File: config.mk
export PLATFORM = sky130hd
export DESIGN_NAME = ipcb_bank
export DESIGN_NICKNAME = d
export VERILOG_FILES = /design/src/verilog/ipcb_pkg.sv /design/src/verilog/ipcb_bank.sv
export VERILOG_INCLUDE_DIRS = /design/src /design/src/verilog
export SDC_FILE = /design/constraint.sdc
export NUM_CORES = 1
export LEC_CHECK = 0
export ABC_AREA = 1
export BUFFER_PORTS_ARGS = -buffer_cell sky130_fd_sc_hd__buf_4
export CORE_AREA = 5 5 117 119
export CTS_CLUSTER_SIZE = 28
export DETAILED_ROUTE_END_ITERATION = 8
export DIE_AREA = 0 0 122 124
export GPL_TIMING_DRIVEN = 0
export SYNTH_ARGS = -nofsm -noshare
export SYNTH_HDL_FRONTEND = slang
export SYNTH_SLANG_ARGS = --single-unit
File: constraint.sdc
create_clock -name clk -period 10.29 [get_ports clk]
set_clock_uncertainty 0.1 [all_clocks]
set_input_delay 1.029 -clock clk [delete_from_list [all_inputs] [get_ports clk]]
set_output_delay 1.029 -clock clk [all_outputs]
set_load 0.03 [all_outputs]
File: src/verilog/ipcb_map.svh
// Register offsets, field positions, reset values of the priority bank.
// Assumes a 16-bit register bus with word indices 0 to 5.
`ifndef IPCB_MAP_SVH
`define IPCB_MAP_SVH

// ****************************************************************
// Register indices
// ****************************************************************
`define IPCB_ADDR_CAPTURE_3_4   3'h0
`define IPCB_ADDR_COMPARE_5     3'h1
`define IPCB_ADDR_PARALLEL_PORT 3'h2
`define IPCB_ADDR_SECOND_I2C    3'h3
`define IPCB_ADDR_CALENDAR      3'h4
`define IPCB_ADDR_CRC_UART      3'h5

// ****************************************************************
// Field low bit positions
// ****************************************************************
`define IPCB_POS_HIGH 12
`define IPCB_POS_MID  8
`define IPCB_POS_LOW  4

// ****************************************************************
// Reset value and field width
// ****************************************************************
`define IPCB_PRIO_RESET 3'h4
`define IPCB_PRIO_OFF   3'h0
`define IPCB_PRIO_W     3

`endif

File: src/verilog/ipcb_pkg.sv
// Types shared by the priority bank and its users.
// Assumes ipcb_map.svh is compiled alongside.
package ipcb_pkg;

    typedef logic [2:0] ipcb_prio_t;

    // Per-source priorities, carried as one bundle
    typedef struct packed {
        ipcb_prio_t capture_four_prio;
        ipcb_prio_t capture_three_prio;
        ipcb_prio_t compare_five_prio;
        ipcb_prio_t parallel_port_prio;
        ipcb_prio_t second_i2c_master_prio;
        ipcb_prio_t second_i2c_slave_prio;
        ipcb_prio_t calendar_prio;
        ipcb_prio_t checksum_error_prio;
        ipcb_prio_t second_uart_error_prio;
        ipcb_prio_t first_uart_error_prio;
    } ipcb_prio_s;

endpackage : ipcb_pkg
File: src/verilog/ipcb_bank.sv
// Interrupt priority configuration bank: ten 3-bit priority fields.
// Assumes a single-cycle register port master and raw source requests.
//
// Overview of operation
// - Fields 1 to 7 are levels, 7 highest
// - Zero field disables the source request
// - Unused bits ignore writes, read zero
// - Parallel port priority at bits 6-4
// - I2C2 master 10-8, slave 6-4
// - CRC 14-12, UART2 10-8, UART1 6-4
// - Every field resets to level four
//
// Design decisions made here: the address map and the address-and-strobe port.
`timescale 1ns/1ps
`include "ipcb_map.svh"

module ipcb_bank #(
    parameter int NSRC = 10
) (
    // Clock and reset
    input  wire logic              clk,
    input  wire logic              nrst,
    // Register port
    input  wire logic [2:0]        addr,
    input  wire logic [15:0]       wdata,
    input  wire logic              wr,
    input  wire logic              rd,
    output logic      [15:0]       rdata,
    // Source requests, order as in the priority bundle
    input  wire logic [NSRC-1:0]   src_req,
    // Priorities and gated requests
    output ipcb_pkg::ipcb_prio_s   prio,
    output logic      [NSRC-1:0]   req_out,
    output logic      [2:0]        top_level
);

    // ****************************************************************
    // Priority fields
    // ****************************************************************
    ipcb_pkg::ipcb_prio_s prio_reg;
    logic [15:0]          rdata_reg;
    logic [15:0]          rdata_next;
    logic [NSRC-1:0]      req_reg;
    logic [2:0]           top_reg;
    logic [2:0]           top_next;
    logic [NSRC*3-1:0]    prio_flat;

    assign prio_flat = prio_reg;

    // Only the documented field bits are stored; others never exist
    always_ff @(posedge clk or negedge nrst) begin
        if (!nrst) begin
            prio_reg <= {NSRC{`IPCB_PRIO_RESET}};
        end else if (wr) begin
            if (addr == `IPCB_ADDR_CAPTURE_3_4) begin
                prio_reg.capture_four_prio <=
                    wdata[`IPCB_POS_MID +: `IPCB_PRIO_W];
                prio_reg.capture_three_prio <=
                    wdata[`IPCB_POS_LOW +: `IPCB_PRIO_W];
            end else if (addr == `IPCB_ADDR_COMPARE_5) begin
                prio_reg.compare_five_prio <=
                    wdata[`IPCB_POS_LOW +: `IPCB_PRIO_W];
            end else if (addr == `IPCB_ADDR_PARALLEL_PORT) begin
                prio_reg.parallel_port_prio <=
                    wdata[`IPCB_POS_LOW +: `IPCB_PRIO_W];
            end else if (addr == `IPCB_ADDR_SECOND_I2C) begin
                prio_reg.second_i2c_master_prio <=
                    wdata[`IPCB_POS_MID +: `IPCB_PRIO_W];
                prio_reg.second_i2c_slave_prio <=
                    wdata[`IPCB_POS_LOW +: `IPCB_PRIO_W];
            end else if (addr == `IPCB_ADDR_CALENDAR) begin
                prio_reg.calendar_prio <=
                    wdata[`IPCB_POS_MID +: `IPCB_PRIO_W];
            end else if (addr == `IPCB_ADDR_CRC_UART) begin
                prio_reg.checksum_error_prio <=
                    wdata[`IPCB_POS_HIGH +: `IPCB_PRIO_W];
                prio_reg.second_uart_error_prio <=
                    wdata[`IPCB_POS_MID +: `IPCB_PRIO_W];
                prio_reg.first_uart_error_prio <=
                    wdata[`IPCB_POS_LOW +: `IPCB_PRIO_W];
            end
        end
    end

    // ****************************************************************
    // Read path
    // ****************************************************************
    always_comb begin
        rdata_next = 16'h0000;
        if (addr == `IPCB_ADDR_CAPTURE_3_4) begin
            rdata_next[`IPCB_POS_MID +: `IPCB_PRIO_W] =
                prio_reg.capture_four_prio;
            rdata_next[`IPCB_POS_LOW +: `IPCB_PRIO_W] =
                prio_reg.capture_three_prio;
        end else if (addr == `IPCB_ADDR_COMPARE_5) begin
            rdata_next[`IPCB_POS_LOW +: `IPCB_PRIO_W] =
                prio_reg.compare_five_prio;
        end else if (addr == `IPCB_ADDR_PARALLEL_PORT) begin
            rdata_next[`IPCB_POS_LOW +: `IPCB_PRIO_W] =
                prio_reg.parallel_port_prio;
        end else if (addr == `IPCB_ADDR_SECOND_I2C) begin
            rdata_next[`IPCB_POS_MID +: `IPCB_PRIO_W] =
                prio_reg.second_i2c_master_prio;
            rdata_next[`IPCB_POS_LOW +: `IPCB_PRIO_W] =
                prio_reg.second_i2c_slave_prio;
        end else if (addr == `IPCB_ADDR_CALENDAR) begin
            rdata_next[`IPCB_POS_MID +: `IPCB_PRIO_W] =
                prio_reg.calendar_prio;
        end else if (addr == `IPCB_ADDR_CRC_UART) begin
            rdata_next[`IPCB_POS_HIGH +: `IPCB_PRIO_W] =
                prio_reg.checksum_error_prio;
            rdata_next[`IPCB_POS_MID +: `IPCB_PRIO_W] =
                prio_reg.second_uart_error_prio;
            rdata_next[`IPCB_POS_LOW +: `IPCB_PRIO_W] =
                prio_reg.first_uart_error_prio;
        end
    end

    // Read data stands one cycle only, zero otherwise
    always_ff @(posedge clk or negedge nrst) begin
        if (!nrst) begin
            rdata_reg <= 16'h0000;
        end else if (rd) begin
            rdata_reg <= rdata_next;
        end else begin
            rdata_reg <= 16'h0000;
        end
    end

    // ****************************************************************
    // Request gating and top level
    // ****************************************************************
    // Highest level wins; ties keep the lower source index
    always_comb begin
        top_next = `IPCB_PRIO_OFF;
        for (int i = 0; i < NSRC; i++) begin
            if (src_req[i] && prio_flat[i*3 +: 3] > top_next) begin
                top_next = prio_flat[i*3 +: 3];
            end
        end
    end

    genvar g;
    generate
        for (g = 0; g < NSRC; g++) begin : g_gate
            always_ff @(posedge clk or negedge nrst) begin
                if (!nrst) begin
                    req_reg[g] <= 1'b0;
                end else begin
                    req_reg[g] <= src_req[g] &&
                        (prio_flat[g*3 +: 3] != `IPCB_PRIO_OFF);
                end
            end
            chk_gate_off: assert property (
                @(posedge clk) disable iff (!nrst)
                (prio_flat[g*3 +: 3] == `IPCB_PRIO_OFF) |=> !req_out[g])
                else $error("disabled source passed the gate");
            chk_gate_on: assert property (
                @(posedge clk) disable iff (!nrst)
                (src_req[g] && prio_flat[g*3 +: 3] != `IPCB_PRIO_OFF)
                    |=> req_out[g])
                else $error("enabled source blocked at the gate");
            chk_top_covers: assert property (
                @(posedge clk) disable iff (!nrst)
                (src_req[g] && prio_flat[g*3 +: 3] != `IPCB_PRIO_OFF)
                    |=> top_level >= $past(prio_flat[g*3 +: 3]))
                else $error("top level below a requesting source");
        end
    endgenerate

    always_ff @(posedge clk or negedge nrst) begin
        if (!nrst) begin
            top_reg <= `IPCB_PRIO_OFF;
        end else begin
            top_reg <= top_next;
        end
    end

    assign rdata     = rdata_reg;
    assign prio      = prio_reg;
    assign req_out   = req_reg;
    assign top_level = top_reg;

    // ****************************************************************
    // Checks
    // ****************************************************************
    chk_disabled_no_req: assert property (
        @(posedge clk) disable iff (!nrst)
        ##1 ($past(prio_flat[2:0]) == 3'h0) |-> !req_out[0])
        else $error("disabled source presented");
    chk_enabled_req: assert property (
        @(posedge clk) disable iff (!nrst)
        (src_req[0] && prio_flat[2:0] != 3'h0) |=> req_out[0])
        else $error("enabled source lost");
    chk_top_level: assert property (
        @(posedge clk) disable iff (!nrst)
        (src_req == 10'h001 && prio_flat[2:0] == 3'h7)
            |=> top_level == 3'h7)
        else $error("top level wrong");
    chk_idle_level: assert property (
        @(posedge clk) disable iff (!nrst)
        (src_req == 10'h000) |=> top_level == 3'h0)
        else $error("top level without request");
    chk_pp_write: assert property (
        @(posedge clk) disable iff (!nrst)
        (wr && addr == 3'h2) |=> prio.parallel_port_prio == $past(wdata[6:4]))
        else $error("parallel port field write");
    chk_i2c_read: assert property (
        @(posedge clk) disable iff (!nrst)
        (rd && addr == 3'h3) |=> rdata == {5'h00,
            $past(prio.second_i2c_master_prio), 1'b0,
            $past(prio.second_i2c_slave_prio), 4'h0})
        else $error("i2c register read");
    chk_crc_write: assert property (
        @(posedge clk) disable iff (!nrst)
        (wr && addr == 3'h5) |=> (prio.checksum_error_prio ==
            $past(wdata[14:12]) && prio.first_uart_error_prio ==
            $past(wdata[6:4])))
        else $error("crc register write");
    chk_reserved_zero: assert property (
        @(posedge clk) disable iff (!nrst)
        ##1 (rdata[15] | rdata[11] | rdata[7] | (|rdata[3:0])) == 1'b0)
        else $error("reserved bits nonzero");
    chk_cal_read: assert property (
        @(posedge clk) disable iff (!nrst)
        (rd && addr == 3'h4) |=> rdata[10:8] == $past(prio.calendar_prio))
        else $error("calendar read");
    chk_reset_value: assert property (
        @(posedge clk) $rose(nrst) |-> prio == {NSRC{`IPCB_PRIO_RESET}})
        else $error("reset value wrong");
    chk_cap_write: assert property (
        @(posedge clk) disable iff (!nrst)
        (wr && addr == `IPCB_ADDR_CAPTURE_3_4) |=>
            (prio.capture_four_prio == $past(wdata[10:8]) &&
            prio.capture_three_prio == $past(wdata[6:4])))
        else $error("capture register write");
    chk_cmp_write: assert property (
        @(posedge clk) disable iff (!nrst)
        (wr && addr == `IPCB_ADDR_COMPARE_5) |=>
            prio.compare_five_prio == $past(wdata[6:4]))
        else $error("compare register write");
    chk_i2c_write: assert property (
        @(posedge clk) disable iff (!nrst)
        (wr && addr == `IPCB_ADDR_SECOND_I2C) |=>
            (prio.second_i2c_master_prio == $past(wdata[10:8]) &&
            prio.second_i2c_slave_prio == $past(wdata[6:4])))
        else $error("i2c register write");
    chk_cal_write: assert property (
        @(posedge clk) disable iff (!nrst)
        (wr && addr == `IPCB_ADDR_CALENDAR) |=>
            prio.calendar_prio == $past(wdata[10:8]))
        else $error("calendar register write");
    chk_uart2_write: assert property (
        @(posedge clk) disable iff (!nrst)
        (wr && addr == `IPCB_ADDR_CRC_UART) |=>
            prio.second_uart_error_prio == $past(wdata[10:8]))
        else $error("uart2 field write");
    // Unmapped indices and idle cycles must leave every field alone
    chk_unmapped_write: assert property (
        @(posedge clk) disable iff (!nrst)
        (addr > `IPCB_ADDR_CRC_UART || !wr) |=> $stable(prio))
        else $error("field changed without a mapped write");
    chk_cap_read: assert property (
        @(posedge clk) disable iff (!nrst)
        (rd && addr == `IPCB_ADDR_CAPTURE_3_4) |=> rdata == {5'h00,
            $past(prio.capture_four_prio), 1'b0,
            $past(prio.capture_three_prio), 4'h0})
        else $error("capture register read");
    chk_cmp_read: assert property (
        @(posedge clk) disable iff (!nrst)
        (rd && addr == `IPCB_ADDR_COMPARE_5) |=> rdata == {9'h000,
            $past(prio.compare_five_prio), 4'h0})
        else $error("compare register read");
    chk_pp_read: assert property (
        @(posedge clk) disable iff (!nrst)
        (rd && addr == `IPCB_ADDR_PARALLEL_PORT) |=> rdata == {9'h000,
            $past(prio.parallel_port_prio), 4'h0})
        else $error("parallel port register read");
    chk_crc_read: assert property (
        @(posedge clk) disable iff (!nrst)
        (rd && addr == `IPCB_ADDR_CRC_UART) |=> rdata == {1'b0,
            $past(prio.checksum_error_prio), 1'b0,
            $past(prio.second_uart_error_prio), 1'b0,
            $past(prio.first_uart_error_prio), 4'h0})
        else $error("crc register read");
    // Any read outside the map, and every idle cycle, shows zero
    chk_unmapped_read: assert property (
        @(posedge clk) disable iff (!nrst)
        (!rd || addr > `IPCB_ADDR_CRC_UART) |=> rdata == 16'h0000)
        else $error("read data outside a mapped read");
    // Top level only ever reports a request that passed the gate
    chk_top_backed: assert property (
        @(posedge clk) disable iff (!nrst)
        (top_level != `IPCB_PRIO_OFF) |-> (|req_out))
        else $error("top level without gated request");

    cov_write_crc: cover property (@(posedge clk) wr && addr == 3'h5);
    cov_read_cap: cover property (@(posedge clk) rd && addr == 3'h0);
    cov_disable: cover property (@(posedge clk)
        src_req[0] && prio_flat[2:0] == 3'h0);
    cov_top7: cover property (@(posedge clk) top_level == 3'h7);
    cov_unmapped_rd: cover property (@(posedge clk)
        rd && addr > `IPCB_ADDR_CRC_UART);

endmodule : ipcb_bank

# Yosys cells after proc, flatten, opt, wreduce, memory -nomap -nowiden
# Index checks and enable logic that the tools add are counted.
[classes] bitwise_logic=5 magnitude_cmp=10 n_mux=29 eq_ne=5 n_reduce_logical=37
[op_table] operator="3-bit 2-to-1 mux" count=28
[op_table] operator="3-bit nonzero test" count=10
[op_table] operator="3-bit greater-than comparator" count=9
[op_table] operator="1-bit logical AND" count=20
[op_table] operator="15-bit 2-to-1 mux" count=1
[op_table] operator="7-bit AND reduction" count=1
[op_table] operator="3-bit by 2-bit == test with 1-bit output, second input constant" count=2
[op_table] operator="3-bit == test, second input constant" count=2
[op_table] operator="6-bit AND reduction" count=1
[op_table] operator="1-bit inverter" count=5
[op_table] operator="5-bit AND reduction" count=1
[op_table] operator="4-bit AND reduction" count=1
[op_table] operator="3-bit by 1-bit == test with 1-bit output, second input constant" count=1
[op_table] operator="3-bit by 1-bit greater-than comparator with 1-bit output, second input constant" count=1
[op_table] operator="3-bit logical NOT" count=1
[op_table] operator="3-bit AND reduction" count=1
[op_table] operator="2-bit AND reduction" count=1
[totals] wordCells=108 out_inout_bits=59 inputBits=33 regBits=59

# Logic depth before layout (Yosys ltp)
# Gate-level depths: netlist (run 1).
[logic_depth] word_depth=30 depth_mapped=69 depth_no_buf=69

# Worst setup path before layout (run 1)
# OpenSTA, ideal clock, no wires.
[synth_path] path_kind="input port to flip-flop" startpoint="input port src_req[0]" endpoint="register top_reg[0], in the netlist top_level[0]" slack_ps=1143 arrival_ps=8930 n_path_buf=0 cell_stages=59 t_required_ps=10073 setup_ps=117 cell_sequence="nand2_1 > nor2_2 > inv_1 > ha_1 > nand3_1 > nand2_1 > inv_2 > nand2_4 > o21ai_0 > ha_1 > o21ai_0 > nand3_2 > nand3_2 > nand2_2 > o21ai_0 > ha_1 > o32ai_1 > inv_2 > (+23 left out) > inv_1 > nand2_2 > nand3_1 > and2_1 > ha_1 > nand2_1 > o21ai_0 > nand3_1 > inv_1 > nand2_1 > and2_1 > ha_1 > nand3_1 > nand2_1 > nor2_1 > inv_1 > nand3_1 > nand2_1"
[synth_between] elab_chain_cells=29
[synth_rtl] element="from (decl)" line_no="ipcb_bank.sv:30" text="input wire logic [NSRC-1:0] src_req,"
[synth_rtl] element="1-bit logical AND *" line_no="ipcb_bank.sv:137" text="if (src_req[i] && prio_flat[i*3 +: 3] > top_next) begin"
[synth_rtl] element="3-bit 2-to-1 mux *" line_no="ipcb_bank.sv:137"
[synth_rtl] element="3-bit greater-than comparator" line_no="ipcb_bank.sv:137"
[synth_rtl] element="1-bit logical AND" line_no="ipcb_bank.sv:137"
[synth_rtl] element="3-bit 2-to-1 mux *" line_no="ipcb_bank.sv:137"
[synth_rtl] element="3-bit greater-than comparator" line_no="ipcb_bank.sv:137"
[synth_rtl] element="1-bit logical AND" line_no="ipcb_bank.sv:137"
[synth_rtl] element="3-bit 2-to-1 mux *" line_no="ipcb_bank.sv:137"
[synth_rtl] element="(+14 left out)"
[synth_rtl] element="3-bit 2-to-1 mux *" line_no="ipcb_bank.sv:137"
[synth_rtl] element="3-bit greater-than comparator" line_no="ipcb_bank.sv:137"
[synth_rtl] element="1-bit logical AND" line_no="ipcb_bank.sv:137"
[synth_rtl] element="3-bit 2-to-1 mux *" line_no="ipcb_bank.sv:137"
[synth_rtl] element="3-bit greater-than comparator" line_no="ipcb_bank.sv:137"
[synth_rtl] element="1-bit logical AND" line_no="ipcb_bank.sv:137"
[synth_rtl] element="3-bit 2-to-1 mux *" line_no="ipcb_bank.sv:137"
[synth_rtl] element="named net top_next[0]" line_no="ipcb_bank.sv:45" text="logic [2:0] top_next;"
[synth_rtl] element="to (signal assigned)" line_no="ipcb_bank.sv:173" text="top_reg <= `IPCB_PRIO_OFF;"
[synth_rtl] element="to (signal assigned)" line_no="ipcb_bank.sv:175" text="top_reg <= top_next;"
[synth_rtl] element="to (decl)" line_no="ipcb_bank.sv:44" text="logic [2:0] top_reg;"
# The timed path passes the listed nets; every way through them passes the cells marked *.
# A chain may end at the register's enable or synchronous reset.

# Worst setup path after layout (run 1)
[layout_path] startpoint="input port src_req[0]" endpoint="register top_reg[1], in the netlist top_level[1]"
# The elaborated chain is that of the path after synthesis.

==> results of run 1 <==
[cells by family after synthesis]
family / count (synthesis)
and+or+nand+nor: 146
buffers and inverters: 77
other: 1
AOI/OAI and AO/OA: 97
DFF: 52
adders and majority gates: 15
[final timing paths]
check | startpoint | endpoint | depth (start not counted)
max | src_req[0] | top_level[1]$_DFF_PN0_ | 62
min | prio[11]$_DFFE_PN1P_ | prio[11]$_DFFE_PN1P_ | 2
max reg2reg | prio[2]$_DFFE_PN1P_ | top_level[1]$_DFF_PN0_ | 63
min reg2reg | prio[11]$_DFFE_PN1P_ | prio[11]$_DFFE_PN1P_ | 2
max in group asynchronous | nrst | prio[13]$_DFFE_PN0P_ | 1
min in group asynchronous | nrst | req_out[2]$_DFF_PN0_ | 1
[worst reg2reg max path: cells and delay by family (launching register included)]
kind                       cells  cell delay (ps)
buffers and inverters          7              570
adders and majority gates      9             2540
AOI/OAI and AO/OA             13             2430
and+or+nand+nor               34             3060
DFF                            1              590
[timing repair]
action	in CTS	in global routing
endpoints found under the setup margin	0	3
setup buffers	0	0
gates resized for setup	0	12
[routing by layer]
metal,wire length [um],track usage,part of all wire
met1,4080,0.161,0.44
met2,4420,0.214,0.47
met3,712,0.0327,0.076
met4,108,0.0322,0.012
met5,0,0,0
[power by group]
part	total, mW	switching [mW]	internal, mW
Sequential	0.282	0.0354	0.246
Combinational	0.448	0.285	0.163
Clock	0.170	0.0789	0.0907
Total	0.900	0.400	0.500
[placed cells by master, fill, tap and decap left out, types with 2 or more instances in the layout]
cell type   netlist  final
buf_4             7     84
nand2_1          78     78
inv_1            62     62
dfrtp_1          42     42
o21ai_0          46     38
a21oi_1          24     24
nand2_2          20     20
nand3_1          19     18
ha_1             15     15
nor2_1           14     13
nand3_2          10     11
dfstp_2          10     10
o21ai_1           2      8
a31oi_1           8      8
conb_1            1      7
clkbuf_16         0      5
inv_2             4      4
o32ai_1           4      4
a211oi_1          4      4
o221ai_1          3      3
clkbuf_1          3      3
nor2_2            1      2
and2_1            2      2
o21ai_2           0      2
o22ai_1           2      2
clkinvlp_4        0      2
[final cells by class]
class / instances / area, um^2 / share of cell area
multi-input cells: 265 / 1480 / 0.366
repair buffers: 77 / 578 / 0.143
clock inverters: 3 / 23.8 / 0.00587
well taps: 172 / 215 / 0.0531
clock buffers: 5 / 125 / 0.0309
inverters: 67 / 251 / 0.0621
flip-flops and latches: 52 / 1310 / 0.324
plain buffers: 10 / 63.8 / 0.0157
[per-stage QoR]
| stage | area, um^2 | power, mW | std cells | TNS [ps] | worst slack (ps) |
|---|---|---|---|---|---|
| 2_1_floorplan | 3100 | 0.585 | 394 | 0 | 1140 |
| 3_3_place_gp | 3890 | 0.706 | 643 | 0 | 227 |
| 3_5_place_dp | 3890 | 0.727 | 643 | -408 | -154 |
| 4_1_cts | 4040 | 0.900 | 651 | 0 | 96.5 |
| 5_1_grt | 4050 | 0.966 | 651 | 0 | 19.9 |
| 6_report | 4050 | 0.900 | 651 | 0 | 752 |
==> impl_metrics.env, run 1 <==
export IMPL_die_w_um=122
export IMPL_grt_pass1_wl_um=15100
export IMPL_path_max_fanout=5
export IMPL_synth_fa_ha_area_frac=0.0611
export IMPL_outcome="finished, final reports clean"
export IMPL_grt_pass1_vias=2954
export IMPL_yosys_area_share_simple=0.228
export IMPL_synth_top_area_frac=0.342
export IMPL_syn_area_mm2=0.00307
export IMPL_io_buffers=77
export IMPL_critPathKind="in -> reg"
export IMPL_gr_total_overflow=0
export IMPL_cts_htree_levels=2
export IMPL_yosysUniqueCellTypes=30
export IMPL_hold_viol=0
export IMPL_clk_latency_ps=290
export IMPL_postSynthCellCount=388
export IMPL_synth_warnings=0
export IMPL_synth_most_common_cell="nand2_1"
export IMPL_slew_headroom=0.556
export IMPL_arrival_ps=9620
export IMPL_die_h_um=124
export IMPL_tightest_slew_ps=666
export IMPL_yosys_area_top_type="dfrtp_1"
export IMPL_timing_max_transition_violations_final=0
export IMPL_ys_ff_latch=52
export IMPL_cp_num_buf_inv=8
export IMPL_vdd_drop_max_uv=81.3
export IMPL_synth_area_leaders="dfrtp_1 (34%), nand2_1 (9.5%), dfstp_2 (8.6%)"
export IMPL_coreArea_mm2=0.0125
export IMPL_crit_slowest_cell="o32ai_1"
export IMPL_powerDensity_mw_per_mm2=222
export IMPL_leakage_nw=2.07
export IMPL_drtIter0Drc=187
export IMPL_antenna_found_initial=0
export IMPL_cts_buffers_inserted=5
export IMPL_firstDrtPassIters=4
export IMPL_setup_viol=0
export IMPL_gp_congestion=0.893
export IMPL_yosysSeqAreaShare=0.428
export IMPL_crit_family="simple AND/OR/NAND/NOR gates"
export IMPL_cts_root_buf="clkbuf_16"
export IMPL_drv_cap=0
export IMPL_synth_xor_area_frac=0
export IMPL_synth_edf_count=0
export IMPL_end_kind="flop"
export IMPL_hpwl_um=7550
export IMPL_syn_avg_cell_area_um2=7.92
export IMPL_max_freq_mhz=105
export IMPL_cts_buffer_depth=2
export IMPL_fillers=1329
export IMPL_post_route_util=0.325
export IMPL_required_ps=10370
export IMPL_post_drt_wl_per_cell_um=14.3
export IMPL_worst_hold_slack_ps=433
export IMPL_die_area_mm2=0.0151
export IMPL_crit_top_cell="nand2_2"
export IMPL_track_usage=0.126
export IMPL_clock_sinks=52
export IMPL_start_util=0.247
export IMPL_row_count=41
export IMPL_cts_tree="yes"
export IMPL_synth_compound_area_frac=0.180
export IMPL_clkSlewWorstSetupHoldPaths_ps=70
export IMPL_rrSetupSlack_ps=890
export IMPL_vias=2874
export IMPL_hp_class="reg -> reg"
export IMPL_viasPerCell=4.41
export IMPL_finalCriticalPeriod_ps=9540
export IMPL_critical_path_max_stage_delay_ps=310
export IMPL_route_detailed_drc=0
export IMPL_synth_common_cells="nand2_1 (78), inv_1 (62), o21ai_0 (46)"
export IMPL_ys_flop_type="dfrtp_1"
export IMPL_largest_reg_flops=30
export IMPL_wirelength_um=9330
export IMPL_areaGrowthSynthToFinish_pct=31.9
export IMPL_nets=526
export IMPL_fin_crit_sh=0.927
export IMPL_synth_top_family_by_area="simple AND/OR/NAND/NOR gates"
export IMPL_drive_gt1_frac=0.301
export IMPL_synthMuxAreaShare=0
export IMPL_diodes=0
export IMPL_async_reset_ff_frac=1.00
export IMPL_postCtsHoldBufs=0
export IMPL_ant_nets=0
export IMPL_rsz0062_at_grt="false"
export IMPL_boundaryPins=92
export IMPL_start_kind="input pin"
export IMPL_grt_max_degree=53
Power figures use the tool's default switching activity.
==> run 2, diff against run 1 <==
--- a/config.mk
+++ b/config.mk
@@ -8,11 +8,15 @@
 export LEC_CHECK = 0
 export ABC_AREA = 1
 export BUFFER_PORTS_ARGS = -buffer_cell sky130_fd_sc_hd__buf_4
+export CELL_PAD_IN_SITES_DETAIL_PLACEMENT = 0
+export CELL_PAD_IN_SITES_GLOBAL_PLACEMENT = 2
 export CORE_AREA = 5 5 117 119
 export CTS_CLUSTER_SIZE = 28
 export DETAILED_ROUTE_END_ITERATION = 8
 export DIE_AREA = 0 0 122 124
+export GPL_ROUTABILITY_DRIVEN = 1
 export GPL_TIMING_DRIVEN = 0
+export PLACE_DENSITY_LB_ADDON = 0.1
 export SYNTH_ARGS = -nofsm -noshare
 export SYNTH_HDL_FRONTEND = slang
 export SYNTH_SLANG_ARGS = --single-unit
==> run 2 against run 1 <==
  * Combinational power rose by 2%
  * Setup slack got worse by 74 ps
  * Sequential share of layout area fell by 0.30 points
  * Worst hold slack got worse by 18 ps
  * First-iteration DRC count decreased by 40%
  * Routed wire length is 7.6% higher
  * Die area stayed put
  * Count of clock-buffer cells in the layout did not move
  * Core utilization up 0.30 points
==> impl_metrics.env, run 2 (synthesis gave the netlist of run 1 again) <==
export IMPL_gr_total_overflow=0
export IMPL_cts_buffer_depth=2
export IMPL_crit_path_end="top_level[1]$_DFF_PN0_"
export IMPL_outcome="finished, final reports clean"
export IMPL_postCtsHoldBufs=0
export IMPL_mostFrequentLayoutCells="buf_4 (84), nand2_1 (78), inv_1 (62)"
export IMPL_drive_gt1_frac=0.309
export IMPL_ant_nets=0
export IMPL_firstDrtPassIters=4
export IMPL_coreArea_mm2=0.0125
export IMPL_vias=2838
export IMPL_crit_slowest_cell="ha_1"
export IMPL_die_area_mm2=0.0151
export IMPL_vdd_drop_max_uv=111
export IMPL_diodes=0
export IMPL_r2r_start="prio[2]$_DFFE_PN1P_"
export IMPL_critPathKind="in -> reg"
export IMPL_total_power_uw=936
export IMPL_path_max_fanout=5
export IMPL_row_count=41
export IMPL_cts_htree_levels=2
export IMPL_largest_reg_flops=30
export IMPL_wirelength_um=10000
export IMPL_drtIter0Drc=113
export IMPL_post_drt_wl_per_cell_um=15.4
export IMPL_die_h_um=124
export IMPL_design_area_mm2=0.00409
export IMPL_slew_headroom=0.532
export IMPL_powerDensity_mw_per_mm2=229
export IMPL_leakage_nw=2.09
export IMPL_r2r_cells=65
export IMPL_reg2reg_to="top_level[1]$_DFF_PN0_"
export IMPL_rrSetupSlack_ps=790
export IMPL_fillers=1362
export IMPL_max_freq_mhz=104
export IMPL_tightest_slew_ps=702
export IMPL_antenna_found_initial=0
export IMPL_setup_viol=0
export IMPL_hpwl_um=7710
export IMPL_fin_crit_sh=0.934
export IMPL_clkSlewWorstSetupHoldPaths_ps=80
export IMPL_crit_family="simple AND/OR/NAND/NOR gates"
export IMPL_clock_sinks=52
export IMPL_rsz0062_at_grt="false"
export IMPL_track_usage=0.137
export IMPL_clk_latency_ps=310
export IMPL_io_buffers=77
export IMPL_end_kind="flop"
export IMPL_cts_root_buf="clkbuf_16"
export IMPL_arrival_ps=9710
export IMPL_hold_viol=0
export IMPL_drv_cap=0
export IMPL_path_depth=64
export IMPL_dpl_cell_area_mm2=0.00389
export IMPL_cts_setup_buffers=0
export IMPL_finalCriticalPeriod_ps=9610
export IMPL_start_kind="input pin"
export IMPL_viasPerCell=4.36
export IMPL_grt_pass1_vias=2855
export IMPL_startpoint="src_req[0]"
export IMPL_critical_path_max_stage_delay_ps=310
export IMPL_nets=526
export IMPL_timing_max_transition_violations_final=0
export IMPL_final_common_cell="buf_4"
export IMPL_die_w_um=122
export IMPL_hp_class="reg -> reg"
export IMPL_cp_num_buf_inv=8
export IMPL_required_ps=10390
export IMPL_cts_buffers_inserted=5
export IMPL_route_detailed_drc=0
export IMPL_start_util=0.247
export IMPL_gp_congestion=0.769
export IMPL_cts_tree="yes"
export IMPL_grt_max_degree=53
export IMPL_boundaryPins=92
export IMPL_areaGrowthSynthToFinish_pct=33.1
export IMPL_grt_pass1_wl_um=15600
[run 2: layer usage]
metal | wire (um) | vias to the layer above | track usage
li1 | - | 1445 | -
met1 | 5020 | 1321 | 0.189
met2 | 4450 | 64 | 0.214
met3 | 428 | 8 | 0.0368
met4 | 124 | 0 | 0.0343
met5 | 0 | - | 0
[run 2: worst min-delay path by stage]
| stage | slack [ps] | cells after the start | end | from |
|---|---|---|---|---|
| global placement | 400 | 2 | prio[3]$_DFFE_PN0P_ | prio[3]$_DFFE_PN0P_ |
| CTS | 420 | 2 | prio[3]$_DFFE_PN0P_ | prio[3]$_DFFE_PN0P_ |
| floorplan | 460 | 2 | prio[14]$_DFFE_PN1P_ | prio[14]$_DFFE_PN1P_ |
| finish | 410 | 2 | prio[3]$_DFFE_PN0P_ | prio[3]$_DFFE_PN0P_ |
| global route | 460 | 2 | prio[5]$_DFFE_PN1P_ | prio[5]$_DFFE_PN1P_ |
| detailed placement | 400 | 2 | prio[3]$_DFFE_PN0P_ | prio[3]$_DFFE_PN0P_ |
[run 2: worst register-to-register path, delay by kind of cell (launching register included)]
family,cells,cell delay (ps)
flops,1,600
compound gates,14,2320
fa+ha+maj,9,2610
buf+inv,7,530
simple gates,35,3200
[run 2: power breakdown]
group,switching [mW],internal (mW)
Sequential,0.0346,0.246
Combinational,0.291,0.165
Clock,0.0855,0.115
Total,0.411,0.526
[run 2: through the flow]
step / setup WS [ps] / instances / setup TNS (ps) / util / hold slack, ps
finish: 678 / 651 / 0 / 0.328 / 415
global route: 9.62 / 651 / 0 / 0.328 / 456
CTS: 38.3 / 651 / 0 / 0.325 / 423
detailed placement: -344 / 643 / -921 / 0.312 / 404
global placement: -173 / 643 / -451 / 0.312 / 404
floorplan: 1140 / 394 / 0 / - / 459
[run 2: repair_timing]
| action | 4_1_cts | 5_1_grt |
|---|---|---|
| endpoints found under the setup margin | 2 | 3 |
| gates resized for setup | 1 | 15 |
| pin swaps | 0 | 1 |
[run 2: layout make-up]
cell class                      count  area, um^2  area share
Multi-Input combinational cell    265        1500       0.367
Sequential cell                    52        1310       0.321
Timing Repair Buffer               77         578       0.141
Inverter                           67         251      0.0615
Tap cell                          172         215      0.0526
Clock buffer                        5         125      0.0306
Buffer                             10        63.8      0.0156
Clock inverter                      3        42.5      0.0104
==> run 3, diff against run 2 <==
--- a/config.mk
+++ b/config.mk
@@ -17,6 +17,7 @@
 export GPL_ROUTABILITY_DRIVEN = 1
 export GPL_TIMING_DRIVEN = 0
 export PLACE_DENSITY_LB_ADDON = 0.1
+export REMOVE_ABC_BUFFERS = 1
 export SYNTH_ARGS = -nofsm -noshare
 export SYNTH_HDL_FRONTEND = slang
 export SYNTH_SLANG_ARGS = --single-unit
==> run 3 against run 2 <==
  * Critical path depth rose by 1
  * Sequential share of layout area increased by 0.29 points
  * Register-to-register slack improved by 200 ps
  * Final cell count shrank 1.4%
  * Cell area is 0.89% lower
  * Largest power group unchanged
==> impl_metrics.env, run 3 (synthesis gave the netlist of run 1 again) <==
export IMPL_coreArea_mm2=0.0125
export IMPL_areaGrowthSynthToFinish_pct=31.9
export IMPL_clock_sinks=52
export IMPL_required_ps=10380
export IMPL_row_count=41
export IMPL_mostFrequentLayoutCells="nand2_1 (78), buf_4 (78), inv_1 (62)"
export IMPL_path_max_fanout=5
export IMPL_critical_path_max_stage_delay_ps=340
export IMPL_end_kind="flop"
export IMPL_worst_hold_slack_ps=415
export IMPL_die_h_um=124
export IMPL_critPathKind="in -> reg"
export IMPL_max_freq_mhz=106
export IMPL_die_w_um=122
export IMPL_drv_cap=0
export IMPL_track_usage=0.134
export IMPL_post_route_util=0.325
export IMPL_gp_congestion=0.782
export IMPL_die_area_mm2=0.0151
export IMPL_cp_num_buf_inv=8
export IMPL_start_kind="input pin"
export IMPL_cts_root_buf="clkbuf_16"
export IMPL_grt_pass1_vias=2719
export IMPL_grt_pass1_wl_um=15300
export IMPL_rsz0062_at_grt="false"
export IMPL_firstDrtPassIters=4
export IMPL_io_buffers=77
export IMPL_cts_tree="yes"
export IMPL_leakage_nw=2.07
export IMPL_r2r_start="prio[2]$_DFFE_PN1P_"
export IMPL_ant_nets=0
export IMPL_crit_family="simple AND/OR/NAND/NOR gates"
export IMPL_setup_viol=0
export IMPL_largest_reg_flops=30
export IMPL_timing_max_transition_violations_final=0
export IMPL_hpwl_um=7500
export IMPL_fin_crit_sh=0.916
export IMPL_hold_viol=0
export IMPL_clkSlewWorstSetupHoldPaths_ps=80
export IMPL_powerDensity_mw_per_mm2=233
export IMPL_clk_latency_ps=300
export IMPL_hp_class="reg -> reg"
export IMPL_arrival_ps=9510
export IMPL_slew_headroom=0.520
export IMPL_viasPerCell=4.35
export IMPL_antenna_found_initial=0
export IMPL_post_place_cells=633
export IMPL_startpoint="src_req[0]"
export IMPL_post_drt_wl_per_cell_um=15.3
export IMPL_postCtsHoldBufs=0
export IMPL_vdd_drop_max_uv=109
export IMPL_vias=2795
export IMPL_outcome="finished, final reports clean"
export IMPL_drtIter0Drc=144
export IMPL_wirelength_um=9820
export IMPL_crit_top_cell="nand2_1"
export IMPL_cts_buffers_inserted=5
export IMPL_min_from="prio[14]$_DFFE_PN1P_"
export IMPL_tightest_slew_ps=720
export IMPL_gr_total_overflow=0
export IMPL_drive_gt1_frac=0.304
export IMPL_cts_buffer_depth=2
export IMPL_finalCriticalPeriod_ps=9420
export IMPL_start_util=0.247
export IMPL_final_cells=642
export IMPL_nets=517
export IMPL_grt_max_degree=53
export IMPL_boundaryPins=92
export IMPL_crit_slowest_cell="ha_1"
export IMPL_cts_htree_levels=2
export IMPL_diodes=0
export IMPL_route_detailed_drc=0
-- run 3: cell types whose count changed in the layout (fill, tap and decap cells not counted), sizes merged --
cell and delta:
buf -6, clkbuf -2, clkinvlp -1
-- run 3: power by group --
part / total, mW / switching (mW) / internal (mW)
clock network: 0.205 / 0.0832 / 0.122
registers: 0.282 / 0.0355 / 0.246
logic: 0.456 / 0.289 / 0.167
total: 0.943 / 0.408 / 0.535
-- run 3: per-stage QoR --
| step | instance area (um^2) | total power [mW] | setup TNS [ps] | setup WS [ps] |
|---|---|---|---|---|
| after floorplan | 3030 | 0.583 | 0 | 1140 |
| after global placement | 3820 | 0.720 | -434 | -168 |
| after detailed placement | 3820 | 0.723 | -583 | -220 |
| after CTS | 4000 | 0.936 | 0 | 72.5 |
| after global routing | 4050 | 1.02 | 0 | 14.1 |
| final | 4050 | 0.943 | 0 | 867 |
-- run 3: worst register-to-register path: cells and delay by family, from the launching register on --
family	cells	cell delay, ps
buffers and inverters	7	510
adders and majority gates	9	2680
and+or+nand+nor	35	3080
DFF	1	590
AOI/OAI and AO/OA	15	2190
-- run 3: path summary, 6_finish.rpt --
| check | endpoint | slack, ps | cells past startpoint |
|---|---|---|---|
| max | top_level[0]$_DFF_PN0_ | 870 | 65 |
| min | prio[14]$_DFFE_PN1P_ | 410 | 2 |
| max reg2reg | top_level[0]$_DFF_PN0_ | 990 | 66 |
| min reg2reg | prio[14]$_DFFE_PN1P_ | 410 | 2 |
| max in group asynchronous | prio[22]$_DFFE_PN0P_ | 8930 | 1 |
| min in group asynchronous | req_out[4]$_DFF_PN0_ | 680 | 1 |
-- run 3: final cells by class --
type / instances / area [um^2]
well taps: 172 / 215
repair buffers: 78 / 586
inverters: 67 / 251
multi-input cells: 265 / 1510
clock inverters: 2 / 38.8
clock buffers: 6 / 139
fillers: 1368 / 8410
flip-flops and latches: 52 / 1310
-- run 3: timing repair --
action                                  in CTS  in global routing
endpoints found under the setup margin       0                  3
resized for setup                            0                 18
setup buffers                                0                  1
-- run 3: per-layer routing --
layer | routed length, um | GRT usage
met1 | 5060 | 0.204
met2 | 4180 | 0.191
met3 | 465 | 0.0277
met4 | 108 | 0.0357
met5 | 0 | 0
